**src/logic/bfrs_pkg.sv**
```systemverilog
// Constants, timing figures and carrier types of the ballast fault and restart sequencer
package bfrs_pkg;
    localparam int unsigned CLK_MHZ          = 50;
    localparam int unsigned US_CYCLES        = CLK_MHZ;          // Cycles per microsecond tick
    // Times in their own unit, tick counts derived (one tick = 1 us)
    localparam int unsigned FIL_FAULT_US     = 700;
    localparam int unsigned FAULT_DELAY_MS   = 200;
    localparam int unsigned REMOVAL_MS       = 100;
    localparam int unsigned START_DELAY_MS   = 100;
    localparam int unsigned COUNT_WINDOW_S   = 40;
    localparam int unsigned IGN_MIN_MS       = 42;
    localparam int unsigned EOL_AC_US        = 620;
    localparam int unsigned EOL_DC_MS        = 2450;
    localparam int unsigned FIRST_RESTART_MS = 1000;
    localparam int unsigned PREHEAT_MS       = 1000;
    localparam int unsigned IGN_TIMEOUT_MS   = 700;
    localparam int unsigned PRE_RUN_MS       = 86;
    localparam int unsigned LVS_ENABLE_US    = 1;
    localparam int unsigned FIL_FAULT_TICKS  = FIL_FAULT_US;
    localparam int unsigned FAULT_DELAY_TICKS = FAULT_DELAY_MS * 1000;
    localparam int unsigned REMOVAL_TICKS    = REMOVAL_MS * 1000;
    localparam int unsigned START_DELAY_TICKS = START_DELAY_MS * 1000;
    localparam int unsigned COUNT_WINDOW_TICKS = COUNT_WINDOW_S * 1000000;
    localparam int unsigned IGN_MIN_TICKS    = IGN_MIN_MS * 1000;
    localparam int unsigned EOL_AC_TICKS     = EOL_AC_US;
    localparam int unsigned EOL_DC_TICKS     = EOL_DC_MS * 1000;
    localparam int unsigned FIRST_RESTART_TICKS = FIRST_RESTART_MS * 1000;
    localparam int unsigned PREHEAT_TICKS    = PREHEAT_MS * 1000;
    localparam int unsigned IGN_TIMEOUT_TICKS = IGN_TIMEOUT_MS * 1000;
    localparam int unsigned PRE_RUN_TICKS    = PRE_RUN_MS * 1000;
    localparam int unsigned LVS_ENABLE_CYCLES = LVS_ENABLE_US * CLK_MHZ;
    localparam int unsigned DT_MIN_CYCLES    = 10;
    // Test-mode acceleration steps and the filament fault-count limit
    localparam logic [6:0] STEP_NORMAL  = 7'h01;
    localparam logic [6:0] STEP_PREHEAT = 7'h04;
    localparam logic [6:0] STEP_IGN     = 7'h02;
    localparam logic [6:0] STEP_PRE_RUN = 7'h0F;
    localparam logic [6:0] STEP_EOL_DC  = 7'h3E;
    localparam logic [2:0] FAULT_LIMIT  = 3'h2;
    // Register map (byte addresses)
    localparam logic [11:0] ADDR_CTRL   = 12'h000;
    localparam logic [11:0] ADDR_STATUS = 12'h004;
    localparam logic [11:0] ADDR_FLAGS  = 12'h008;
    localparam int unsigned CTRL_TEST_BIT = 0;
    localparam logic [31:0] CTRL_RESET  = 32'h0000_0000;
    localparam logic [5:0]  FLAGS_RESET = 6'h00;

    typedef enum logic [3:0] {
        ST_LAMP_WAIT = 4'h0,
        ST_PREHEAT   = 4'h1,
        ST_IGNITE    = 4'h2,
        ST_PRE_RUN   = 4'h3,
        ST_RUN       = 4'h4,
        ST_FAULT_DLY = 4'h5,
        ST_REMOVAL   = 4'h6,
        ST_HOLD      = 4'h7
    } bfrs_state_t;

    typedef struct packed {
        logic fil_above_upper;   // filament_sense_input above filament_upper_threshold
        logic fil_detect_ok;     // filament_sense_input within valid lamp range
        logic lvs_grounded;      // lamp_voltage_sense_input held at ground
        logic lvs_enable_level;  // lamp_voltage_sense_input at lamp_sense_reenable_level
        logic eol_ac_over;       // Peak-to-peak lamp voltage over its current threshold
        logic eol_dc_over;       // Lamp voltage DC offset over its current threshold
        logic low_side_current_sense_neg;          // low_side_current_sense below -50 mV
        logic low_side_current_sense_pos;          // low_side_current_sense above +50 mV
        logic low_side_current_sense_shoot;        // low_side_current_sense above shoot-through level
        logic hb_period;         // One-cycle pulse at each half-bridge period end
        logic lamp_ignited;
        logic prot_fault;        // Other protection fault that ends in a restart
    } bfrs_sense_t;

    typedef struct packed {
        logic inverter_en;
        logic pfc_en;
        logic preheat;
        logic lvs_active;
        logic deadtime_ok;
    } bfrs_drive_t;
endpackage

```
**src/logic/bfrs_sequencer.sv**
```systemverilog
// Fault handling, restart sequencing and phase timing core of the ballast controller
// Functional notes
// RULE1: Filament sense above upper threshold for 700 us stops inverter and PFC.
// RULE2: Each filament fault increments counter; after 200 ms choose action from count.
// RULE3: Counter above 2 requires lamp removal for 100 ms before restart.
// RULE4: Return to valid range without 100 ms removal refuses start.
// RULE5: Outside controller holds off level at least 400 ms.
// RULE6: Startup begins 100 ms after filament detection level is reached.
// RULE7: Any restarting protection fault waits at least first restart period.
// RULE8: Lamp-voltage sense serves filament detection before start, end-of-life in run.
// RULE9: Grounded lamp-voltage sense disables those; 1 us at enable level re-enables.
// RULE10: Deadtime needs negative current crossing for minimum time each period.
// RULE11: No positive current crossing in a run period flags capacitive load.
// RULE12: Shoot-through on low-side current sense shuts down and restarts.
// RULE13: Undervoltage lockout clears test-mode acceleration.
// RULE14: Test mode: preheat four times faster, ignition timeout two times faster.
// RULE15: Test mode: pre-run phase fifteen times faster.
// RULE16: Ignition lasts at least 42 ms, never accelerated.
// RULE17: AC end-of-life check takes 620 us, never accelerated.
// RULE18: Test mode: DC end-of-life time accelerated by 62.
// RULE19: AC check uses peak-to-peak voltage, DC check uses DC offset.
// RULE20: Off time within first restart period skips preheat, longer preheats.
// RULE21: Undervoltage lockout resets fault counter and all timers.
// RULE22: Counter clears after 40 s without a further counted fault.
//
// Register access over APB and the register offsets were chosen for this implementation.
`timescale 1ns/1ps
`default_nettype none
module bfrs_sequencer
    import bfrs_pkg::*;
#(
    parameter int unsigned FIL_FAULT_T    = FIL_FAULT_TICKS,
    parameter int unsigned FAULT_DELAY_T  = FAULT_DELAY_TICKS,
    parameter int unsigned REMOVAL_T      = REMOVAL_TICKS,
    parameter int unsigned START_DELAY_T  = START_DELAY_TICKS,
    parameter int unsigned COUNT_WINDOW_T = COUNT_WINDOW_TICKS,
    parameter int unsigned IGN_MIN_T      = IGN_MIN_TICKS,
    parameter int unsigned EOL_AC_T       = EOL_AC_TICKS,
    parameter int unsigned EOL_DC_T       = EOL_DC_TICKS,
    parameter int unsigned FIRST_RESTART_T = FIRST_RESTART_TICKS,
    parameter int unsigned PREHEAT_T      = PREHEAT_TICKS,
    parameter int unsigned IGN_TIMEOUT_T  = IGN_TIMEOUT_TICKS,
    parameter int unsigned PRE_RUN_T      = PRE_RUN_TICKS,
    parameter int unsigned TICK_CYCLES    = US_CYCLES
) (
    input  wire logic                 clock,
    input  wire logic                 sys_rst,
    input  wire logic                 uvlo,
    input  wire bfrs_pkg::bfrs_sense_t sense,
    output var  bfrs_pkg::bfrs_drive_t drive,
    input  wire logic                 psel,
    input  wire logic                 penable,
    input  wire logic                 pwrite,
    input  wire logic [11:0]          paddr,
    input  wire logic [31:0]          pwdata,
    output logic [31:0]               prdata,
    output logic                      pready,
    output logic                      pslverr
);
    import bfrs_pkg::*;

    function automatic logic [31:0] bump(input logic [31:0] cnt, input logic [6:0] step);
        bump = (cnt > 32'hFFFF_FF00) ? cnt : cnt + {25'h0, step};
    endfunction

    logic                core_rst;
    bfrs_state_t         state_reg;
    logic [5:0]          tick_cnt_reg;
    logic                tick;
    logic [31:0]         ph_cnt_reg;
    logic [31:0]         fil_cnt_reg;
    logic [31:0]         rem_cnt_reg;
    logic [31:0]         win_cnt_reg;
    logic [31:0]         off_cnt_reg;
    logic [31:0]         eol_ac_cnt_reg;
    logic [31:0]         eol_dc_cnt_reg;
    logic [5:0]          lvs_cnt_reg;
    logic [7:0]          dt_cnt_reg;
    logic [2:0]          fault_cnt_reg;
    logic                test_reg;
    logic                lvs_en_reg;
    logic                removed_reg;
    logic                pos_seen_reg;
    logic                dt_seen_reg;
    logic                dt_ok_reg;
    logic [5:0]          flags_reg;
    logic [6:0]          ph_step;
    logic                active;
    logic                fil_fault;
    logic                shoot;
    logic                eol_ac_fault;
    logic                eol_dc_fault;
    logic                cap_load;
    logic                dt_miss;
    logic                any_fault;
    logic                ph_done;
    logic                ign_fail;
    logic                wr_access;
    logic                rd_setup;

    // Lockout acts as a full reset of sequencing state and of test acceleration
    assign core_rst = sys_rst | uvlo; // [RULE13] [RULE21]
    assign active = (state_reg == ST_PREHEAT) || (state_reg == ST_IGNITE) ||
                    (state_reg == ST_PRE_RUN) || (state_reg == ST_RUN);
    assign tick = (tick_cnt_reg == 6'(TICK_CYCLES - 1));

    always_ff @(posedge clock) begin
        if (core_rst || tick) begin
            tick_cnt_reg <= 6'h00;
        end else begin
            tick_cnt_reg <= tick_cnt_reg + 6'h01;
        end
    end

    // Phase step: acceleration only for the phases that allow it
    always_comb begin
        ph_step = STEP_NORMAL;
        if (test_reg) begin
            unique case (state_reg)
                ST_PREHEAT: ph_step = STEP_PREHEAT; // [RULE14]
                ST_IGNITE:  ph_step = STEP_IGN;     // [RULE14]
                ST_PRE_RUN: ph_step = STEP_PRE_RUN; // [RULE15]
                default:    ph_step = STEP_NORMAL;
            endcase
        end
    end

    // Ignition minimum threshold doubles in test mode to match the doubled step, so test mode cannot shorten it
    assign ign_fail = (ph_cnt_reg >= IGN_TIMEOUT_T) && !sense.lamp_ignited;
    always_comb begin
        ph_done = 1'b0;
        unique case (state_reg)
            ST_LAMP_WAIT: ph_done = ph_cnt_reg >= START_DELAY_T; // [RULE6]
            ST_PREHEAT:   ph_done = ph_cnt_reg >= PREHEAT_T;
            ST_IGNITE:    ph_done = sense.lamp_ignited &&
                                    (ph_cnt_reg >= (test_reg ? 2 * IGN_MIN_T : IGN_MIN_T)); // [RULE16]
            ST_PRE_RUN:   ph_done = ph_cnt_reg >= PRE_RUN_T;
            ST_FAULT_DLY: ph_done = ph_cnt_reg >= FAULT_DELAY_T; // [RULE2]
            ST_HOLD:      ph_done = off_cnt_reg >= FIRST_RESTART_T; // [RULE7]
            default:      ph_done = 1'b0;
        endcase
    end

    assign fil_fault    = active && (fil_cnt_reg >= FIL_FAULT_T); // [RULE1]
    assign shoot        = active && sense.low_side_current_sense_shoot; // [RULE12]
    assign eol_ac_fault = (state_reg == ST_RUN) && lvs_en_reg && (eol_ac_cnt_reg >= EOL_AC_T); // [RULE17] [RULE19]
    assign eol_dc_fault = (state_reg == ST_RUN) && lvs_en_reg && (eol_dc_cnt_reg >= EOL_DC_T); // [RULE18] [RULE19]
    assign cap_load     = (state_reg == ST_RUN) && sense.hb_period && !pos_seen_reg && !sense.low_side_current_sense_pos; // [RULE11]
    assign dt_miss      = active && sense.hb_period && !dt_seen_reg;
    assign any_fault    = fil_fault || shoot || eol_ac_fault || eol_dc_fault ||
                          (active && sense.prot_fault) ||
                          ((state_reg == ST_IGNITE) && ign_fail);

    always_ff @(posedge clock) begin
        if (core_rst) begin
            state_reg <= ST_LAMP_WAIT;
        end else if (any_fault) begin
            state_reg <= fil_fault ? ST_FAULT_DLY : ST_HOLD; // [RULE1] [RULE7]
        end else begin
            unique case (state_reg)
                ST_LAMP_WAIT: if (ph_done) begin
                    // Short off time resumes without preheating
                    state_reg <= (off_cnt_reg <= FIRST_RESTART_T) ? ST_IGNITE : ST_PREHEAT; // [RULE20]
                end
                ST_PREHEAT: if (ph_done) begin
                    state_reg <= ST_IGNITE;
                end
                ST_IGNITE: if (ph_done) begin
                    state_reg <= ST_PRE_RUN;
                end
                ST_PRE_RUN: if (ph_done) begin
                    state_reg <= ST_RUN;
                end
                ST_RUN: state_reg <= ST_RUN;
                ST_FAULT_DLY: if (ph_done) begin
                    state_reg <= (fault_cnt_reg > FAULT_LIMIT) ? ST_REMOVAL : ST_HOLD; // [RULE2] [RULE3]
                end
                ST_REMOVAL: if (removed_reg && sense.fil_detect_ok) begin
                    state_reg <= ST_HOLD; // [RULE4]
                end
                ST_HOLD: if (ph_done) begin
                    state_reg <= ST_LAMP_WAIT;
                end
            endcase
        end
    end

    // Phase timer restarts on each state change; start delay needs continuous detection
    always_ff @(posedge clock) begin
        if (core_rst || any_fault || ph_done || (state_reg == ST_REMOVAL)) begin
            ph_cnt_reg <= 32'h0000_0000;
        end else if ((state_reg == ST_LAMP_WAIT) &&
                     (!sense.fil_detect_ok || (lvs_en_reg && sense.lvs_grounded))) begin
            ph_cnt_reg <= 32'h0000_0000; // [RULE6] [RULE8]
        end else if (tick) begin
            ph_cnt_reg <= bump(ph_cnt_reg, ph_step);
        end
    end

    always_ff @(posedge clock) begin
        if (core_rst || !sense.fil_above_upper || !active) begin
            fil_cnt_reg <= 32'h0000_0000;
        end else if (tick) begin
            fil_cnt_reg <= bump(fil_cnt_reg, STEP_NORMAL); // [RULE1]
        end
    end

    // Removal must be seen unbroken; an early return clears the proof
    always_ff @(posedge clock) begin
        if (core_rst || (state_reg != ST_REMOVAL)) begin
            rem_cnt_reg <= 32'h0000_0000;
            removed_reg <= 1'b0;
        end else if (sense.fil_above_upper) begin
            if (tick) begin
                rem_cnt_reg <= bump(rem_cnt_reg, STEP_NORMAL);
            end
            if (rem_cnt_reg >= REMOVAL_T) begin
                removed_reg <= 1'b1; // [RULE3]
            end
        end else if (!removed_reg) begin
            rem_cnt_reg <= 32'h0000_0000; // [RULE4]
        end
    end

    always_ff @(posedge clock) begin
        if (core_rst) begin
            fault_cnt_reg <= 3'h0;
            win_cnt_reg   <= 32'h0000_0000;
        end else if (fil_fault) begin
            fault_cnt_reg <= (fault_cnt_reg == 3'h7) ? fault_cnt_reg : fault_cnt_reg + 3'h1; // [RULE2]
            win_cnt_reg   <= 32'h0000_0000;
        end else if (fault_cnt_reg != 3'h0) begin
            if (win_cnt_reg >= COUNT_WINDOW_T) begin
                fault_cnt_reg <= 3'h0; // [RULE22]
                win_cnt_reg   <= 32'h0000_0000;
            end else if (tick) begin
                win_cnt_reg <= bump(win_cnt_reg, STEP_NORMAL);
            end
        end
    end

    // Off time runs from shutdown until the next start
    always_ff @(posedge clock) begin
        if (core_rst || active) begin
            off_cnt_reg <= 32'h0000_0000;
        end else if (tick) begin
            off_cnt_reg <= bump(off_cnt_reg, STEP_NORMAL);
        end
    end

    always_ff @(posedge clock) begin
        if (core_rst || (state_reg != ST_RUN) || !sense.eol_ac_over) begin
            eol_ac_cnt_reg <= 32'h0000_0000;
        end else if (tick) begin
            eol_ac_cnt_reg <= bump(eol_ac_cnt_reg, STEP_NORMAL); // [RULE17]
        end
    end

    always_ff @(posedge clock) begin
        if (core_rst || (state_reg != ST_RUN) || !sense.eol_dc_over) begin
            eol_dc_cnt_reg <= 32'h0000_0000;
        end else if (tick) begin
            eol_dc_cnt_reg <= bump(eol_dc_cnt_reg, test_reg ? STEP_EOL_DC : STEP_NORMAL); // [RULE18]
        end
    end

    // Lamp-voltage functions follow the pin: ground disables, 1 us at enable level restores
    always_ff @(posedge clock) begin
        if (core_rst) begin
            lvs_en_reg  <= 1'b1;
            lvs_cnt_reg <= 6'h00;
        end else if (sense.lvs_grounded) begin
            lvs_en_reg  <= 1'b0; // [RULE9]
            lvs_cnt_reg <= 6'h00;
        end else if (!lvs_en_reg && sense.lvs_enable_level) begin
            lvs_cnt_reg <= lvs_cnt_reg + 6'h01;
            if (lvs_cnt_reg >= 6'(LVS_ENABLE_CYCLES - 1)) begin
                lvs_en_reg <= 1'b1; // [RULE9]
            end
        end else begin
            lvs_cnt_reg <= 6'h00;
        end
    end

    // Per-period crossing trackers for deadtime and capacitive-load checks
    always_ff @(posedge clock) begin
        if (core_rst || sense.hb_period) begin
            pos_seen_reg <= 1'b0;
            dt_seen_reg  <= 1'b0;
            dt_cnt_reg   <= 8'h00;
        end else begin
            if (sense.low_side_current_sense_pos) begin
                pos_seen_reg <= 1'b1;
            end
            if (!sense.low_side_current_sense_neg) begin
                dt_cnt_reg <= 8'h00;
            end else if (dt_cnt_reg < 8'(DT_MIN_CYCLES)) begin
                dt_cnt_reg <= dt_cnt_reg + 8'h01;
            end else begin
                dt_seen_reg <= 1'b1; // [RULE10]
            end
        end
    end

    always_ff @(posedge clock) begin
        if (core_rst) begin
            dt_ok_reg <= 1'b0;
        end else if (sense.hb_period) begin
            dt_ok_reg <= dt_seen_reg; // [RULE10]
        end
    end

    assign drive.inverter_en = active;
    assign drive.pfc_en      = active;
    assign drive.preheat     = (state_reg == ST_PREHEAT);
    assign drive.lvs_active  = lvs_en_reg; // [RULE8]
    assign drive.deadtime_ok = dt_ok_reg;

    // APB slave: zero wait states, read data captured in the setup cycle
    assign pready    = 1'b1;
    assign wr_access = psel && penable && pwrite;
    assign rd_setup  = psel && !penable && !pwrite;
    assign pslverr   = psel && penable && (paddr != ADDR_CTRL) && (paddr != ADDR_STATUS) &&
                       (paddr != ADDR_FLAGS);

    always_ff @(posedge clock) begin
        if (core_rst) begin
            test_reg <= CTRL_RESET[CTRL_TEST_BIT]; // [RULE13]
        end else if (wr_access && (paddr == ADDR_CTRL)) begin
            test_reg <= pwdata[CTRL_TEST_BIT];
        end
    end

    // Sticky event flags, write one to clear; a new event wins over the clear
    always_ff @(posedge clock) begin
        if (core_rst) begin
            flags_reg <= FLAGS_RESET;
        end else begin
            flags_reg <= (flags_reg & ~((wr_access && (paddr == ADDR_FLAGS)) ? pwdata[5:0] : 6'h00)) |
                         {dt_miss, eol_dc_fault, eol_ac_fault, shoot, cap_load, fil_fault}; // [RULE11]
        end
    end

    always_ff @(posedge clock) begin
        if (core_rst) begin
            prdata <= 32'h0000_0000;
        end else if (rd_setup) begin
            unique case (paddr)
                ADDR_CTRL:   prdata <= {31'h0, test_reg};
                ADDR_STATUS: prdata <= {22'h0, dt_ok_reg, lvs_en_reg, removed_reg,
                                        fault_cnt_reg, state_reg};
                ADDR_FLAGS:  prdata <= {26'h0, flags_reg};
                default:     prdata <= 32'h0000_0000;
            endcase
        end
    end
endmodule // bfrs_sequencer
`default_nettype wire

```
**config.mk**
```make
export PLATFORM = sky130hd
export DESIGN_NAME = bfrs_sequencer
export DESIGN_NICKNAME = d
export VERILOG_FILES = /design/src/logic/bfrs_pkg.sv /design/src/logic/bfrs_sequencer.sv
export SDC_FILE = /design/constraint.sdc
export NUM_CORES = 1
export LEC_CHECK = 0
export BUFFER_PORTS_ARGS = -buffer_cell sky130_fd_sc_hd__buf_2
export CORE_MARGIN = 2
export CORE_UTILIZATION = 45
export CTS_BUF_LIST = sky130_fd_sc_hd__clkbuf_8
export DETAILED_ROUTE_END_ITERATION = 10
export SYNTH_ARGS = -nofsm -noshare
export SYNTH_HDL_FRONTEND = slang
export SYNTH_SLANG_ARGS = --single-unit
```
**constraint.sdc**
```tcl
create_clock -name clock -period 3.4 [get_ports clock]
set_input_delay 0.34 -clock clock [delete_from_list [all_inputs] [get_ports clock]]
set_output_delay 0.34 -clock clock [all_outputs]
set_load 0.005 [all_outputs]
```
# [Word level (Yosys, flattened, before mapping)]
# Cells that the tools add are included.
[word_totals] out_inout_bits=39 word_cells=211 register_bits=295 inputBits=62
[classes] n_bitwise=12 muxes=33 reduce_logical=85 addsub=11 order_cmp=23 n_eq_ne=27
[ops] operator="$gt 32x32->1 const B" count=7
[ops] operator="$mux 32" count=7
[ops] operator="$add 32x1->32 const B" count=5
[ops] operator="$ge 32x17->1 const B" count=3
[ops] operator="$ge 32x20->1 const B" count=3
[ops] operator="$ge 32x10->1 const B" count=2
[ops] operator="$mux 4" count=9
[ops] operator="$add 32x6->32" count=1
[ops] operator="$add 32x7->32" count=1
[ops] operator="$ge 32x17->1" count=1
[ops] operator="$ge 32x18->1 const B" count=1
[ops] operator="$ge 32x22->1 const B" count=1
[ops] operator="$ge 32x26->1 const B" count=1
[ops] operator="$le 32x20->1 const B" count=1
[ops] operator="$pmux 4 s8" count=1
[ops] operator="$pmux 10 s3" count=1
[ops] operator="$logic_and 1x1->1" count=27
[ops] operator="$logic_or 1x1->1" count=21
[ops] operator="$ne 3x3->1 const B" count=6
[ops] operator="$mux 17" count=1
[ops] operator="$eq 4x3->1 const B" count=4
[ops] operator="$reduce_and 2->1" count=8
[ops] operator="$add 6x1->6 const B" count=2
[ops] operator="$eq 12x3->1 const B" count=1
[ops] operator="37 further kinds" count=76

# [Depth between registers and ports, before layout]
[logic_depth] word_depth=14 mapped_depth=16 depth_no_buf=14

# [Least setup slack after synthesis]
# No wires, ideal clock.
[synth_timing] path_type="reg2reg" start="register state_reg[1]" end="register ph_cnt_reg[26]" arrival_ps=2770 slack_ps=516 n_path_buf=2 synth_period_minus_slack_ps=2884 path_stages_with_launch=17 setup_time_ps=115 t_required_ps=3285 path_cell_list="dfxtp_1 inv_1 ha_1 clkbuf_1 nor2_1 or4_1 ha_1 inv_1 fa_1 nor2b_1 o21a_1 nor2_1 nand4b_1 clkbuf_1 nor2_1 xnor2_1 nor2_1"
[synth_between] elab_chain_cells=14 elab_cells_between_ends=32 classes_between="add/sub: 1; eq/ne: 7; mux: 3; reduce/logical: 21"
[synth_rtl] element="from (decl)" line_no="bfrs_sequencer.sv:67" text="bfrs_state_t state_reg;"
[synth_rtl] element="from (signal assigned)" line_no="bfrs_sequencer.sv:158" text="state_reg <= fil_fault ? ST_FAULT_DLY : ST_HOLD;"
[synth_rtl] element="from (signal assigned)" line_no="bfrs_sequencer.sv:163" text="state_reg <= (off_cnt_reg <= FIRST_RESTART_T) ? ST_IGNITE : ST_PREHEAT;"
[synth_rtl] element="from (signal assigned)" line_no="bfrs_sequencer.sv:176" text="state_reg <= (fault_cnt_reg > FAULT_LIMIT) ? ST_REMOVAL : ST_HOLD;"
[synth_rtl] element="parallel branches: the longest is 14 deep, another holds $add 32x7->32"
[synth_rtl] element="to (signal assigned)" line_no="bfrs_sequencer.sv:196" text="ph_cnt_reg <= bump(ph_cnt_reg, ph_step);"
[synth_rtl] element="to (decl)" line_no="bfrs_sequencer.sv:70" text="logic [31:0] ph_cnt_reg;"
# Parallel ways; which one is timed is not known.
# A chain may end at the register's enable or synchronous reset.

# [Worst setup path in the final report]
[layout_timing] start="register state_reg[0]" end="register ph_cnt_reg[22]"
# Same word-level chain as after synthesis.

==> flow_metrics.py <==
metrics = {
    "final_layout": {
        "diodes": 0,
        "fin_nets": 1910,
        "multi_input_area_um2": 8120,
        "register_area_um2": 5450,
        "drive_above_1_share": 0.108,
        "final_area_um2": 15900,
        "fin_util": 0.508,
        "fillers": 2986,
        "syn2layout_area_growth_pct": 12.0,
    },
    "pwr": {
        "peakVddDrop_mv": 0.300,
        "powerDensity_nw_per_um2": 447,
        "p_leak_uw": 0.00550,
        "power_uw": 7110,
    },
    "logic_synthesis": {
        "syn_area_per_cell_um2": 8.20,
        "ys_seq_area_frac": 0.384,
        "synth_edf_count": 0,
        "yosysMostFrequentCell": "nor2_1",
        "synth_common_cells": "303 x nor2_1, 272 x dfxtp_1, 136 x nand2_1",
        "synth_ff_type": "dfxtp_1",
        "synthTopCellsByArea": "dfxtp_1 38%, nor2_1 8.0%, xor2_1 6.7%, xnor2_1 5.6%, ha_1 3.7%",
        "async_flop_share": 0,
        "synth_cells": 1731,
        "ys_types": 76,
        "synth_top_area_frac": 0.384,
        "syn_area_um2": 14200,
        "synth_warnings": 0,
        "synth_area_leader_cell": "dfxtp_1",
        "synth-seq-cells": 272,
    },
    "floorplan": {
        "core_area_um2": 31300,
        "dieArea_um2": 33000,
        "initial_core_util": 0.453,
        "fp-row-count": 65,
        "die_width_um": 182,
        "die_y_um": 182,
        "boundaryPins": 101,
    },
    "timing": {
        "setup_viol": 0,
        "hold_viol_final": 0,
        "tns_ps": 0,
        "slew_viol_final": 0,
        "slew_headroom": 0.201,
        "fin_crit_ps": 3110,
        "rsz0062_at_grt": "no",
        "max_freq_ghz": 0.321,
        "skew_ps": 28.7,
        "finalCritPeriodShare": 0.916,
        "tightest_slew_ps": 1190,
    },
    "clock_tree": {
        "clk_latency_ps": 590,
        "cts_buffer_depth": 3,
        "cts_tree": "yes",
        "root_buffer": "clkbuf_8",
        "clock_sinks": 272,
        "h-tree-depth": 2,
        "cts.clk_slew.worst_paths_ps": 60,
        "cts_buffers": 49,
    },
    "global_route": {
        "track_usage": 0.200,
        "grt_pass1_vias": 11200,
        "grt_overflow": 0,
        "met2_usage": 0.325,
        "antenna_found_initial": 1,
        "grt_pass1_wl_mm": 55.3,
        "busiest_layer": "met2",
        "met1_usage": 0.269,
        "met3_usage": 0.0353,
        "grt_max_degree": 33,
    },
    "setup_path": {
        "crit_path_top_delay_cell": "dfxtp_1",
        "path_cells": "inv_1 -> ha_1 -> nor2_1 -> or4_1 -> ha_1 -> inv_1 -> fa_1 -> nor2b_1 -> o21a_1 -> nor2_1 -> nand4b_1 -> buf_4 -> nor3_1 -> xnor2_1 -> nor2_1",
        "path_max_fanout": 8,
        "worstPathArrival_ps": 3570,
        "crit_path_frequent_cell": "nor2_1",
        "r2r_start": "state_reg[0]$_SDFFE_PP0P_",
        "cp.required_ps": 3860,
        "setup.worst_path.start": "state_reg[0]$_SDFFE_PP0P_",
        "critical_path_class": "reg2reg",
        "critPathMaxStageDelay_ps": 450,
        "setup.worst_path.end_class": "register",
        "cp-start-kind": "register",
    },
    "routing": {
        "vias": 12000,
        "drc": 0,
        "first_pass_iters": 5,
        "wl_per_cell_um": 14.9,
        "drt.antenna.violating_nets": 0,
        "drt_first_iter_violations": 721,
        "vias_per_cell": 5.37,
        "drt-total-wl_mm": 33.3,
    },
    "worst_hold_path": {
        "min_path_type": "in2reg",
        "holdCritStartpoint": "pwdata[0]",
    },
    "place": {
        "gp_congestion": 0.820,
        "io_buffers": 51,
        "hpwlAfterDp_mm": 22.9,
        "dpl_cell_area_um2": 14900,
    },
    "run_status": {
        "status": "completed",
    },
    "flow_run": {
        "max-cap-violations": 0,
    },
}
[worst max-delay path, delay by kind of cell, from the launching register on]
kind | cells | cell delay [ps]
AOI/OAI and AO/OA | 1 | 130
and+or+nand+nor | 7 | 1070
DFF | 1 | 450
adders and majority gates | 3 | 760
buffers and inverters | 3 | 420
xor gates and xnor gates | 1 | 160
[kinds of logic (layout without fill, tap and decap cells)]
family          after synthesis  count (layout)  synth area share
flops                       272             272             0.384
xor+xnor                    200             200             0.123
compound gates              211             211             0.105
buf+inv                     153             238            0.0501
simple gates                839             839             0.291
other cells                   2              23          0.000529
fa+ha+maj                    44              44            0.0399
mux                          10              10           0.00723
[power by group]
part / switching (uW) / internal [uW] / total [uW] / leakage (uW)
logic: 454 / 254 / 708 / 0.00275
clock network: 1370 / 1780 / 3150 / 0.000562
registers: 38.3 / 3210 / 3250 / 0.00219
total: 1870 / 5240 / 7110 / 0.00550
[timing repair]
| action | in CTS | in global routing |
|---|---|---|
| endpoints found under the setup margin | 0 | 1 |
| setup buffers | 0 | 2 |
| endpoints found under the hold margin | 3 | 0 |
| resized for setup | 0 | 1 |
| hold buffers | 3 | 0 |
[per-layer routing]
metal,vias up,wire length [um]
li1,6158,-
met1,5607,16200
met2,207,15000
met3,60,1320
met4,2,775
met5,-,8
[stage by stage]
step	instances	hold slack, ps	setup WS, ps
finish	2239	41.1	287
global route	2239	36.5	13.7
floorplan	1752	419	516
global placement	2150	440	339
detailed placement	2150	452	287
CTS	2237	4.70	240
[area by class of cell]
class | count | share of cell area
clock inverters | 26 | 0.0127
multi-input cells | 1327 | 0.511
well taps | 402 | 0.0316
repair buffers | 98 | 0.0387
inverters | 56 | 0.0132
flip-flops and latches | 272 | 0.343
clock buffers | 58 | 0.0502
[worst paths after layout]
check | slack [ps] | depth (start not counted) | endpoint
worst max register to register | 290 | 15 | ph_cnt_reg[22]$_SDFFE_PP0P_
worst min register to register | 460 | 2 | prdata[5]$_SDFFE_PP0P_
worst max-delay path | 290 | 15 | ph_cnt_reg[22]$_SDFFE_PP0P_
worst min-delay path | 40 | 3 | test_reg$_SDFFE_PP0P_
[cells in the final DEF, fill, tap and decap left out, types with 11 or more instances in the layout]
cell,instances
nand4_1,63
clkbuf_8,58
xnor2_1,91
inv_1,67
nor4_1,42
nor3_1,37
dfxtp_1,271
buf_2,51
and4_1,17
and3_1,37
nor2b_1,14
a21oi_1,53
buf_4,44
or4_1,11
a211oi_1,28
nor2_1,303
ha_1,42
o21ai_0,26
and2_1,16
a2111oi_0,13
xor2_1,109
conb_1,23
nand3_1,102
nand2_1,136
Note: power is estimated with default switching activity, not from simulation.
